$ cat src/pkg/pbc_defines.svh
// Constants of the power bank path controller: offsets, fields, reset values, timings.
// Assumes a 100 MHz system clock; every count is derived from a printed time.
`ifndef PBC_DEFINES_SVH
`define PBC_DEFINES_SVH

`define PBC_CLK_HZ              64'd100000000
`define PBC_TRICKLE_TIMEOUT_MIN 64'd40
`define PBC_FAST_TIMEOUT_HOUR   64'd33
`define PBC_SMALL_MODE_HOUR     64'd2
`define PBC_LIGHT_LOAD_SEC      64'd32
`define PBC_TRICKLE_TIMEOUT_CYC (`PBC_TRICKLE_TIMEOUT_MIN * 64'd60 * `PBC_CLK_HZ)
`define PBC_FAST_TIMEOUT_CYC    (`PBC_FAST_TIMEOUT_HOUR * 64'd3600 * `PBC_CLK_HZ)
`define PBC_SMALL_MODE_CYC      (`PBC_SMALL_MODE_HOUR * 64'd3600 * `PBC_CLK_HZ)
`define PBC_LIGHT_LOAD_CYC      (`PBC_LIGHT_LOAD_SEC * `PBC_CLK_HZ)

`define PBC_ADDR_CTRL           8'h00
`define PBC_ADDR_STATUS         8'h04
`define PBC_CTRL_DERATE_DIS     0
`define PBC_CTRL_PASS_DIS       1
`define PBC_CTRL_SERIAL_MODE    2
`define PBC_CTRL_SMALL_ENTER    3
`define PBC_CTRL_RESET          4'h0

`define PBC_VT_4V20             2'h0
`define PBC_VT_4V35             2'h1
`define PBC_VT_4V40             2'h2
`define PBC_VT_4V50             2'h3
`define PBC_DPDM_NONE           2'h0
`define PBC_DPDM_2V7            2'h1
`define PBC_DPDM_1V2            2'h2

`endif

$ cat src/pkg/pbc_pkg.sv
// Types of the power bank path controller.
// Assumes pbc_defines.svh supplies the numeric constants.
package pbc_pkg;
    // Gray along idle, trickle, fast, voltage hold, done
    typedef enum logic [2:0] {
        PBC_IDLE    = 3'h0,
        PBC_TRICKLE = 3'h1,
        PBC_FAST    = 3'h3,
        PBC_HOLD_V  = 3'h2,
        PBC_DONE    = 3'h6,
        PBC_TIMEOUT = 3'h4
    } pbc_chg_state_t;
endpackage

$ cat src/hdl/pbc_path_ctrl.sv
// Charge sequencing, derating, boost and port path control of a power bank.
// Assumes all inputs are comparator or detector flags synchronous to clk_i.
// What this block does
// - Trickle below 3V, fast current once battery reaches 3V.
// - At target voltage hold voltage; stop when current reaches termination level.
// - After completion restart charging when battery drops below recharge threshold.
// - Target voltage decoded from key pin pull-up: 4.2, 4.35, 4.4, 4.5V.
// - Input current limit 2A on legacy ports, 3A on the Type-C port.
// - Below 5C half current, below 0C stop, above 10C normal.
// - Above 45C target minus 0.1V, above 50C stop, below 40C normal.
// - Temperature derating can be disabled entirely.
// - Die regulation reduces current; die shutdown stops charging, powers device off.
// - Phase timeout terminates charge until the adapter is reinserted.
// - Trickle timeout is 40 minutes.
// - Fast charge timeout is 33 hours.
// - Boost pulse-skips at light load, fixed frequency at heavy load.
// - Boost off outside -20C..60C; restarts only on key or load event.
// - Die regulation lowers output; die shutdown stops boost until reset.
// - Input undervoltage, overvoltage, overload and short stop the boost.
// - Key or load insert enables Type-A; light load disables A and C.
// - Type-C source attach turns path and charger on; detach turns charger off.
// - Type-C sink attach enables port and boost; detach or light load disables.
// - Legacy adapter insertion enables that path and starts charging.
// - Pass-through suppresses light load detect; can be disabled; A and C together.
// - Small current mode: no light-load shutdown two hours, exits on double key.
// - Try-source role; advertise 3A with sink and boost, or adapter without boost.
// - Phone detection drives data lines to 2.7V or 1.2V.
//
// The implementer's own choices: the address-and-strobe port and the address map.
`timescale 1ns/1ps
`include "pbc_defines.svh"

module pbc_path_ctrl
    import pbc_pkg::*;
#(
    parameter logic [43:0] TRICKLE_CYC = 44'(`PBC_TRICKLE_TIMEOUT_CYC),
    parameter logic [43:0] FAST_CYC    = 44'(`PBC_FAST_TIMEOUT_CYC),
    parameter logic [39:0] SMALL_CYC   = 40'(`PBC_SMALL_MODE_CYC),
    parameter logic [31:0] LL_CYC      = 32'(`PBC_LIGHT_LOAD_CYC)
) (
    input  wire logic        clk_i,                         // System clock
    input  wire logic        reset_i,                       // Sync reset, high
    input  wire logic [7:0]  addr_i,                        // Register address
    input  wire logic [31:0] wdata_i,                       // Write data
    input  wire logic        wr_i,                          // Write strobe
    input  wire logic        rd_i,                          // Read strobe
    output logic      [31:0] rdata_o,                       // Read data, next cycle
    input  wire logic        batt_below_3v_i,               // Battery under 3V
    input  wire logic        batt_at_target_i,              // Battery at target
    input  wire logic        chg_below_term_i,              // Current at termination
    input  wire logic        batt_below_recharge_i,         // Under recharge level
    input  wire logic        temp_below_0_i,                // Battery under 0C
    input  wire logic        temp_below_5_i,                // Battery under 5C
    input  wire logic        temp_above_10_i,               // Battery over 10C
    input  wire logic        temp_above_40_i,               // Battery over 40C
    input  wire logic        temp_above_45_i,               // Battery over 45C
    input  wire logic        temp_above_50_i,               // Battery over 50C
    input  wire logic        temp_above_60_i,               // Battery over 60C
    input  wire logic        temp_below_m20_i,              // Battery under -20C
    input  wire logic        die_regulate_i,                // Die at regulation
    input  wire logic        die_shutdown_i,                // Die at shutdown
    input  wire logic [1:0]  key_vtarget_strap_pin_i,       // Decoded pull-up code
    input  wire logic        indicator2_data_strap_pin_i,   // 100K pull-down seen
    input  wire logic        micro_adapter_i,               // Legacy adapter in
    input  wire logic        typec_source_i,                // Type-C source attached
    input  wire logic        typec_sink_i,                  // Type-C sink attached
    input  wire logic        short_key_i,                   // Short key, pulse
    input  wire logic        double_key_i,                  // Double short key, pulse
    input  wire logic        load_insert_i,                 // Load insert, pulse
    input  wire logic        light_load_i,                  // Output under ~60mA
    input  wire logic        heavy_load_i,                  // Output at heavy load
    input  wire logic        bst_in_uv_i,                   // Boost input undervoltage
    input  wire logic        bst_out_ov_i,                  // Boost output overvoltage
    input  wire logic        bst_overload_i,                // Boost output overload
    input  wire logic        bst_short_i,                   // Boost output short
    input  wire logic [1:0]  phone_type_i,                  // 0 none, 1 2.4A, 2 2A
    output logic             chg_enable_o,                  // Charger running
    output logic             chg_fast_current_o,            // Fast current, else trickle
    output logic             chg_half_current_o,            // Cold half current
    output logic             chg_thermal_reduce_o,          // Die regulation cut
    output logic             chg_ilim_3a_o,                 // 3A input, else 2A
    output logic [1:0]       vtarget_code_o,                // Target voltage code
    output logic             vtarget_drop_o,                // Target minus 0.1V
    output logic             micro_path_o,                  // Legacy input path on
    output logic             typec_path_o,                  // Type-C path on
    output logic             port_a_on_o,                   // Type-A output on
    output logic             boost_on_o,                    // Boost running
    output logic             pulse_skip_operation_o,        // Pulse skip, else PWM
    output logic             bst_vout_reduce_o,             // Boost output lowered
    output logic             small_mode_o,                  // Small current mode
    output logic             adv_3a_o,                      // Advertise 3A as source
    output logic             try_src_o,                     // Try-source role enabled
    output logic [1:0]       dpdm_level_o,                  // Data line level code
    output logic             power_off_o                    // Whole device off
);

    typedef struct packed {
        pbc_chg_state_t chg_state;
        logic [43:0]    phase_cnt;
        logic           strap_done;
        logic [1:0]     vtarget;
        logic           cold_half;
        logic           cold_stop;
        logic           hot_drop;
        logic           hot_stop;
        logic           power_off;
        logic           port_a;
        logic           port_c;
        logic           sink_q;
        logic           small_mode;
        logic [39:0]    small_cnt;
        logic [31:0]    ll_cnt;
        logic [3:0]     ctrl;
        logic           therm;
        logic           src3a;
        logic           micro;
        logic           adv3a;
        logic [1:0]     dpdm;
        logic [31:0]    rdata;
    } pbc_state_t;

    pbc_state_t r;
    pbc_state_t next_r;

    logic src_present;
    logic derate_on;
    logic pass_dis;
    logic boost_on;
    logic chg_active;
    logic chg_allowed;
    logic bst_fault;
    logic ll_suppress;
    logic ll_expire;
    logic small_enter;

    function automatic logic is_charging(input pbc_chg_state_t s);
        return (s == PBC_TRICKLE) || (s == PBC_FAST) || (s == PBC_HOLD_V);
    endfunction

    always_comb begin
        src_present = typec_source_i | micro_adapter_i;
        derate_on   = ~r.ctrl[`PBC_CTRL_DERATE_DIS];
        pass_dis    = r.ctrl[`PBC_CTRL_PASS_DIS];
        boost_on    = r.port_a | r.port_c;
        chg_active  = is_charging(r.chg_state);
        // Pass-through off: charger yields while the boost supplies a load
        chg_allowed = src_present & ~r.power_off
                    & ~(derate_on & (r.cold_stop | r.hot_stop))
                    & ~(pass_dis & boost_on);
        bst_fault   = temp_above_60_i | temp_below_m20_i
                    | die_shutdown_i | r.power_off
                    | bst_in_uv_i | bst_out_ov_i | bst_overload_i | bst_short_i;
        ll_suppress = r.small_mode | (chg_active & ~pass_dis);
        ll_expire   = (r.ll_cnt >= LL_CYC - 32'h1);
        small_enter = r.ctrl[`PBC_CTRL_SERIAL_MODE]
                    ? (wr_i && addr_i == `PBC_ADDR_CTRL && wdata_i[`PBC_CTRL_SMALL_ENTER])
                    : (~r.strap_done & indicator2_data_strap_pin_i);

        next_r = r;
        next_r.phase_cnt = r.phase_cnt + 44'h1;

        // Straps are taken in the first cycle after reset release
        if (!r.strap_done) begin
            next_r.strap_done = 1'b1;
            next_r.vtarget    = key_vtarget_strap_pin_i;
        end

        // Temperature bands, each with its own hysteresis
        if (temp_below_5_i) next_r.cold_half = 1'b1;
        else if (temp_above_10_i) next_r.cold_half = 1'b0;
        if (temp_below_0_i) next_r.cold_stop = 1'b1;
        else if (!temp_below_5_i) next_r.cold_stop = 1'b0;
        if (temp_above_45_i) next_r.hot_drop = 1'b1;
        else if (!temp_above_40_i) next_r.hot_drop = 1'b0;
        if (temp_above_50_i) next_r.hot_stop = 1'b1;
        else if (!temp_above_45_i) next_r.hot_stop = 1'b0;

        // Only reset brings the device back after die shutdown
        if (die_shutdown_i) next_r.power_off = 1'b1;
        next_r.therm = die_regulate_i & chg_active;

        // Charge sequence; removing every source also clears a timeout
        if (!src_present) begin
            next_r.chg_state = PBC_IDLE;
            next_r.phase_cnt = 44'h0;
        end else begin
            case (r.chg_state)
                PBC_IDLE: begin
                    next_r.phase_cnt = 44'h0;
                    if (chg_allowed) begin
                        next_r.chg_state = batt_below_3v_i ? PBC_TRICKLE : PBC_FAST;
                    end
                end
                PBC_TRICKLE: begin
                    if (!chg_allowed) begin
                        next_r.chg_state = PBC_IDLE;
                    end else if (r.phase_cnt >= TRICKLE_CYC - 44'h1) begin
                        next_r.chg_state = PBC_TIMEOUT;
                    end else if (!batt_below_3v_i) begin
                        next_r.chg_state = PBC_FAST;
                        next_r.phase_cnt = 44'h0;
                    end
                end
                PBC_FAST: begin
                    if (!chg_allowed) begin
                        next_r.chg_state = PBC_IDLE;
                    end else if (r.phase_cnt >= FAST_CYC - 44'h1) begin
                        next_r.chg_state = PBC_TIMEOUT;
                    end else if (batt_at_target_i) begin
                        next_r.chg_state = PBC_HOLD_V;
                    end
                end
                PBC_HOLD_V: begin
                    if (!chg_allowed) next_r.chg_state = PBC_IDLE;
                    else if (chg_below_term_i) next_r.chg_state = PBC_DONE;
                end
                PBC_DONE: begin
                    if (batt_below_recharge_i) next_r.chg_state = PBC_IDLE;
                end
                PBC_TIMEOUT: begin
                    next_r.chg_state = PBC_TIMEOUT;
                end
                default: begin
                    next_r.chg_state = PBC_IDLE;
                end
            endcase
        end

        // Output ports; a fault blocks any start event in the same cycle
        next_r.sink_q = typec_sink_i;
        if (bst_fault || ll_expire) begin
            next_r.port_a = 1'b0;
        end else if (short_key_i || load_insert_i) begin
            next_r.port_a = 1'b1;
        end
        if (bst_fault || ll_expire || !typec_sink_i) begin
            next_r.port_c = 1'b0;
        end else if ((typec_sink_i && !r.sink_q) || short_key_i) begin
            next_r.port_c = 1'b1;
        end

        // Light load must persist for the full window before ports drop
        if (boost_on && light_load_i && !ll_suppress && !ll_expire) begin
            next_r.ll_cnt = r.ll_cnt + 32'h1;
        end else begin
            next_r.ll_cnt = 32'h0;
        end

        // Entry wins over a double key in the same cycle
        if (small_enter) begin
            next_r.small_mode = 1'b1;
            next_r.small_cnt  = 40'h0;
        end else if (r.small_mode) begin
            next_r.small_cnt = r.small_cnt + 40'h1;
            if (double_key_i || r.small_cnt >= SMALL_CYC - 40'h1) begin
                next_r.small_mode = 1'b0;
            end
        end

        next_r.src3a = typec_source_i;
        next_r.micro = micro_adapter_i;
        next_r.adv3a = (typec_sink_i & boost_on) | (micro_adapter_i & ~boost_on);
        case (phone_type_i)
            2'h1:    next_r.dpdm = `PBC_DPDM_2V7;
            2'h2:    next_r.dpdm = `PBC_DPDM_1V2;
            default: next_r.dpdm = `PBC_DPDM_NONE;
        endcase

        // Register port; the enter bit is a command and never stored
        if (wr_i && addr_i == `PBC_ADDR_CTRL) begin
            next_r.ctrl = {1'b0, wdata_i[2:0]};
        end
        next_r.rdata = 32'h0;
        if (rd_i) begin
            case (addr_i)
                `PBC_ADDR_CTRL:   next_r.rdata = {28'h0, r.ctrl};
                `PBC_ADDR_STATUS: next_r.rdata = {20'h0, r.adv3a, r.vtarget, r.power_off,
                                                  r.small_mode, r.port_c, r.port_a,
                                                  boost_on, 1'b0, r.chg_state};
                default:          next_r.rdata = 32'h0;
            endcase
        end
    end

    always_ff @(posedge clk_i) begin
        if (reset_i) begin
            r           <= '0;
            r.chg_state <= PBC_IDLE;
            r.ctrl      <= `PBC_CTRL_RESET;
            r.vtarget   <= `PBC_VT_4V20;
        end else begin
            r <= next_r;
        end
    end

    assign rdata_o                = r.rdata;
    assign chg_enable_o           = chg_active;
    assign chg_fast_current_o     = (r.chg_state == PBC_FAST) || (r.chg_state == PBC_HOLD_V);
    assign chg_half_current_o     = r.cold_half & derate_on;
    assign chg_thermal_reduce_o   = r.therm;
    assign chg_ilim_3a_o          = r.src3a;
    assign vtarget_code_o         = r.vtarget;
    assign vtarget_drop_o         = r.hot_drop & derate_on;
    assign micro_path_o           = r.micro;
    assign typec_path_o           = r.src3a | r.port_c;
    assign port_a_on_o            = r.port_a;
    assign boost_on_o             = boost_on;
    assign pulse_skip_operation_o = boost_on & ~heavy_load_i;
    assign bst_vout_reduce_o      = boost_on & die_regulate_i;
    assign small_mode_o           = r.small_mode;
    assign adv_3a_o               = r.adv3a;
    assign try_src_o              = ~reset_i;
    assign dpdm_level_o           = r.dpdm;
    assign power_off_o            = r.power_off;
endmodule

$ cat config.mk
export PLATFORM = sky130hd
export DESIGN_NAME = pbc_path_ctrl
export DESIGN_NICKNAME = d
export VERILOG_FILES = /design/src/pkg/pbc_pkg.sv /design/src/hdl/pbc_path_ctrl.sv
export VERILOG_INCLUDE_DIRS = /design/src /design/src/pkg
export SDC_FILE = /design/constraint.sdc
export NUM_CORES = 1
export LEC_CHECK = 0
export BUFFER_PORTS_ARGS = -buffer_cell sky130_fd_sc_hd__buf_2
export CAP_MARGIN = 20
export CORE_ASPECT_RATIO = 0.75
export CORE_MARGIN = 1
export CORE_UTILIZATION = 30
export CTS_CLUSTER_DIAMETER = 120
export DETAILED_ROUTE_END_ITERATION = 16
export GPL_ROUTABILITY_DRIVEN = 0
export PLACE_DENSITY_LB_ADDON = 0.15
export SKIP_CTS_REPAIR_TIMING = 1
export SYNTH_ARGS = -nofsm -noshare
export SYNTH_HDL_FRONTEND = slang
export SYNTH_SLANG_ARGS = --single-unit
$ cat constraint.sdc
create_clock -name clk_i -period 5.2 [get_ports clk_i]
set_input_delay 0.52 -clock clk_i [delete_from_list [all_inputs] [get_ports clk_i]]
set_output_delay 0.52 -clock clk_i [all_outputs]
set_load 0.01 [all_outputs]
# Yosys cells after proc, flatten, opt, wreduce, memory -nomap -nowiden

Index checks and enable logic that the tools add are counted.

Bitwise gates (word level): 39
$lt $le $gt $ge: 4
Reduce and logical (&&, ||, !) cells: 28
$add $sub $neg: 3
Mux-type cells: 29
Equality and inequality tests: 16

Operators by type and width:

| operator                                                                              | count |
|---|---|
| 44-bit 2-to-1 mux                                                                     | 2 |
| 44-bit one-hot mux with 2 select lines                                                | 1 |
| 41-bit 2-to-1 mux                                                                     | 2 |
| 47-bit 2-to-1 mux                                                                     | 1 |
| 44-bit by 1-bit adder with 44-bit output, second input constant                       | 1 |
| 44-bit by 38-bit greater-or-equal comparator with 1-bit output, second input constant | 1 |
| 44-bit greater-or-equal comparator, second input constant                             | 1 |
| 40-bit by 1-bit adder with 40-bit output, second input constant                       | 1 |
| 40-bit greater-or-equal comparator, second input constant                             | 1 |
| 32-bit by 1-bit adder with 32-bit output, second input constant                       | 1 |
| 32-bit greater-or-equal comparator, second input constant                             | 1 |
| 3-bit 2-to-1 mux                                                                      | 9 |
| 12-bit one-hot mux with 2 select lines                                                | 1 |
| 3-bit one-hot mux with 6 select lines                                                 | 1 |
| 1-bit AND                                                                             | 14 |
| 1-bit bitwise OR                                                                      | 13 |
| 1-bit inverter                                                                        | 12 |
| 2-bit OR reduction                                                                    | 6 |
| 1-bit 2-to-1 mux                                                                      | 10 |
| 8-bit by 3-bit equality test with 1-bit output, second input constant                 | 1 |
| 8-bit zero test                                                                       | 1 |
| 1-bit logical OR                                                                      | 8 |
| 3-bit by 2-bit equality test with 1-bit output, second input constant                 | 2 |
| 3-bit equality test, second input constant                                            | 2 |
| 15 further kinds                                                                      | 26 |

Output and inout bits: 52
Input bits: 75
Bits in registers: 172

# Logic depth before layout (Yosys ltp)

Depth after elaboration: 10
Gate-level depth with buffers: 11
Depth with buffers taken out: 8

# Least setup slack after synthesis

No wires, ideal clock.

Path type: reg-to-reg
From: register r[126] (netlist name)
To: register r[158] (netlist name)
Path slack: 2.958 ns
Arrival: 2.128 ns
Period minus slack after synthesis: 2.242 ns
Cell stages (with the launch flop): 12
Required time: 5.085 ns
Setup time: 0.115 ns
Cells stage by stage: dfxtp_1 -> ha_1 -> and3_2 -> and3_1 -> buf_4 -> a31oi_1 -> a31oi_1 -> nor4_2 -> a21o_1 -> buf_4 -> buf_6 -> nor2_1

Word-level cells in the longest chain between the ends: 5
Elaborated cells on any way between the ends: 6
Those cells by class: add/sub: 1; order compare: 1; mux: 4

Ends and longest elaborated chain:

| item                                       | RTL line             | RTL |
|---|---|---|
| start: declaration                         | pbc_path_ctrl.sv:122 | `pbc_state_t r;` |
| start signal: assignment                   | pbc_path_ctrl.sv:292 | `r <= next_r;` |
| 44-bit by 1-bit adder with 44-bit output   | pbc_path_ctrl.sv:160 | `next_r.phase_cnt = r.phase_cnt + 44'h1;` |
| 47-bit 2-to-1 mux                          | pbc_path_ctrl.sv:199 | `end else if (!batt_below_3v_i) begin` |
| 44-bit 2-to-1 mux                          | pbc_path_ctrl.sv:197 | `end else if (r.phase_cnt >= TRICKLE_CYC - 44'h1) begin` |
| 44-bit 2-to-1 mux                          | pbc_path_ctrl.sv:195 | `if (!chg_allowed) begin` |
| 44-bit one-hot mux with 2 select lines (*) | pbc_path_ctrl.sv:187 | `case (r.chg_state)` |

Every way passes the cells marked *; elsewhere a longest branch is shown, timed or not. The select of a mux whose other input is x is not followed.
A chain may end at the register's enable or synchronous reset.

# Worst setup path in the final report

From: register r[126] (netlist name)
To: register r[155] (netlist name)

The elaborated chain is that of the path after synthesis.

==> metrics <==
Clock power frac 0.465; Ys Warns 0; most frequent cells in the layout nor2_1, dfxtp_1, buf_2; Clock transition at path regs 0.07 ns; Worst EP arrival 3.23 ns; final hold viol count 0; Hold Slack 0.316 ns; register area share after synthesis 0.432; Num CTS Buffers 17; critical path endpoint category flop; drt first pass iters 4; Via Count 5328; row count 47; die height 134 um; internal power 1.91 mW; DRC 0; async set or reset register ratio after synthesis 0; CTS H-Tree Depth 4; post-route clock period utilization 0.569; post-route ant nets 0; Via density 4.51; setup TNS 0 ns; share of layout cells above drive strength 1 0.144; area delta synth->final 14.3%; first-pass GRT wire length 25.0 mm; Slew @ Worst Pin 0.867 ns; Slew headroom 0.422; largest net degree at the start of global routing 45; gr usage total 0.133; Switch Pwr 0.678 mW; Leak 3.00 nW; wire per inst 13.1 um; crit path launch type flop; clk root buf clkbuf_16; part of the power in registers 0.465; CP Class reg2reg; port bufs 77; Seq cells post-synth 151; library cells used by synthesis 61; design area 8000 sq um; area leader, netlist dfxtp_1; Mapped Area 6990 sq um; dpl hpwl 11.1 mm; commonest non-fill, non-tap cell in the layout nor2_1; max-slew violations 0; status complete, no violations; register area 3020 sq um; combinational share of power 0.070; sw frac 0.262; worst skew pair latency 0.42 ns; Max Cap Viol 0; die width 178 um; crit path time final 2.96 ns; Post-synth EDFFs 0; CP Data Required Time 5.47 ns; Area after DPL 7420 sq um; Synth Flop Type dfxtp_1; Final nets 953; Post-Synthesis Cells 818; Power Dens Cells 323 nW/um^2; Filler cells 2337; Synth area leaders dfxtp_1, nor2_1, xor2_1; CP max FO 44; antenna violations before repair 0; count of clock tree sinks 151; Worst Hold Class in2reg; total gr overflow 0; Max Fclk 0.338 GHz; DR iter-0 viols 277; Ant. Diodes 0; CTS max path bufs 2; DRT Wirelength 15.4 mm; IO Count 127; skew final 0.0120 ns; Final setup viols 0; Avg Inst Size Synth 8.55 sq um; Max IR drop VDD 229 uV; Multi-input gate area 3570 sq um; vias in the first global route 4730; DIE AREA 23900 sq um; core area 22500 sq um; RSZ-0062 raised after global routing false; Initial Utilization 0.311; CTS tree yes; Synth top area share 0.432
cell usage after synthesis (all sizes together) (4+ instances only):
cell type	n
nor2	173
dfxtp	151
xor2	69
nand2	66
buf	49
xnor2	40
nand3	38
nand4	30
and3	27
nor3	21
inv	17
nor4	15
and2	14
a21oi	13
clkbuf	12
mux2i	9
o21ai	8
and4	7
nor2b	7
a31oi	4
registers in the layout, indices dropped and copies added (netlist names), 2 cells and up:
name and flops:
rdata_o 11, dpdm_level_o 2, vtarget_code_o 2, r 128
stage by stage:
stage	setup WS, ns	instances	util	total power, mW
detailed placement	2.15	1150	0.331	1.41
CTS	2.14	1182	0.356	2.63
global placement	2.21	1150	0.331	1.41
floorplan	2.96	838	-	1.37
global route	1.97	1182	0.356	2.71
finish	2.24	1182	0.356	2.58
path summary, 6_finish.rpt:
path | start | end | slack (ns) | cells after the start
max reg2reg | r[126] | r[155] | 2.24 | 8
min | temp_above_50_i | r[119] | 0.32 | 3
min reg2reg | r[42] | r[42] | 0.45 | 1
max | r[126] | r[155] | 2.24 | 8
power groups by stage:
stage | clock network [mW] | logic [mW] | registers [mW]
detailed placement | 0 | 0.185 | 1.23
global placement | 0 | 0.187 | 1.23
finish | 1.20 | 0.182 | 1.20
CTS | 1.24 | 0.186 | 1.20
global route | 1.29 | 0.205 | 1.20
floorplan | 0 | 0.163 | 1.21
logic make-up after synthesis:
family / synth area share
compound gates: 0.0556
other cells: 0.000536
flops: 0.432
xor+xnor: 0.136
mux: 0.0129
fa+ha+maj: 0.00537
simple gates: 0.289
buf+inv: 0.0683
cell type report:
cell class,count,share of cell area
Clock inverter,15,0.0183
Timing Repair Buffer,79,0.0501
Multi-Input combinational cell,609,0.446
Sequential cell,151,0.378
Clock buffer,17,0.0532
Tap cell,294,0.0460
Inverter,17,0.00798
critical path: stages (launching register included):
cell     delay [ns]
dfxtp_1        0.33
ha_1           0.22
and3_2         0.25
and3_1         0.26
a31oi_1        0.26
a31oi_1        0.19
nor4_2         0.39
a21o_2         0.75
nor2_1         0.12
metal layers:
metal | vias to the layer above | GRT usage | share of wire
li1 | 2825 | - | -
met1 | 2391 | 0.202 | 0.56
met2 | 98 | 0.179 | 0.38
met3 | 14 | 0.0295 | 0.046
met4 | 0 | 0.0452 | 0.012
met5 | - | 0 | 0
No activity file was read; power rests on OpenSTA's default activity.
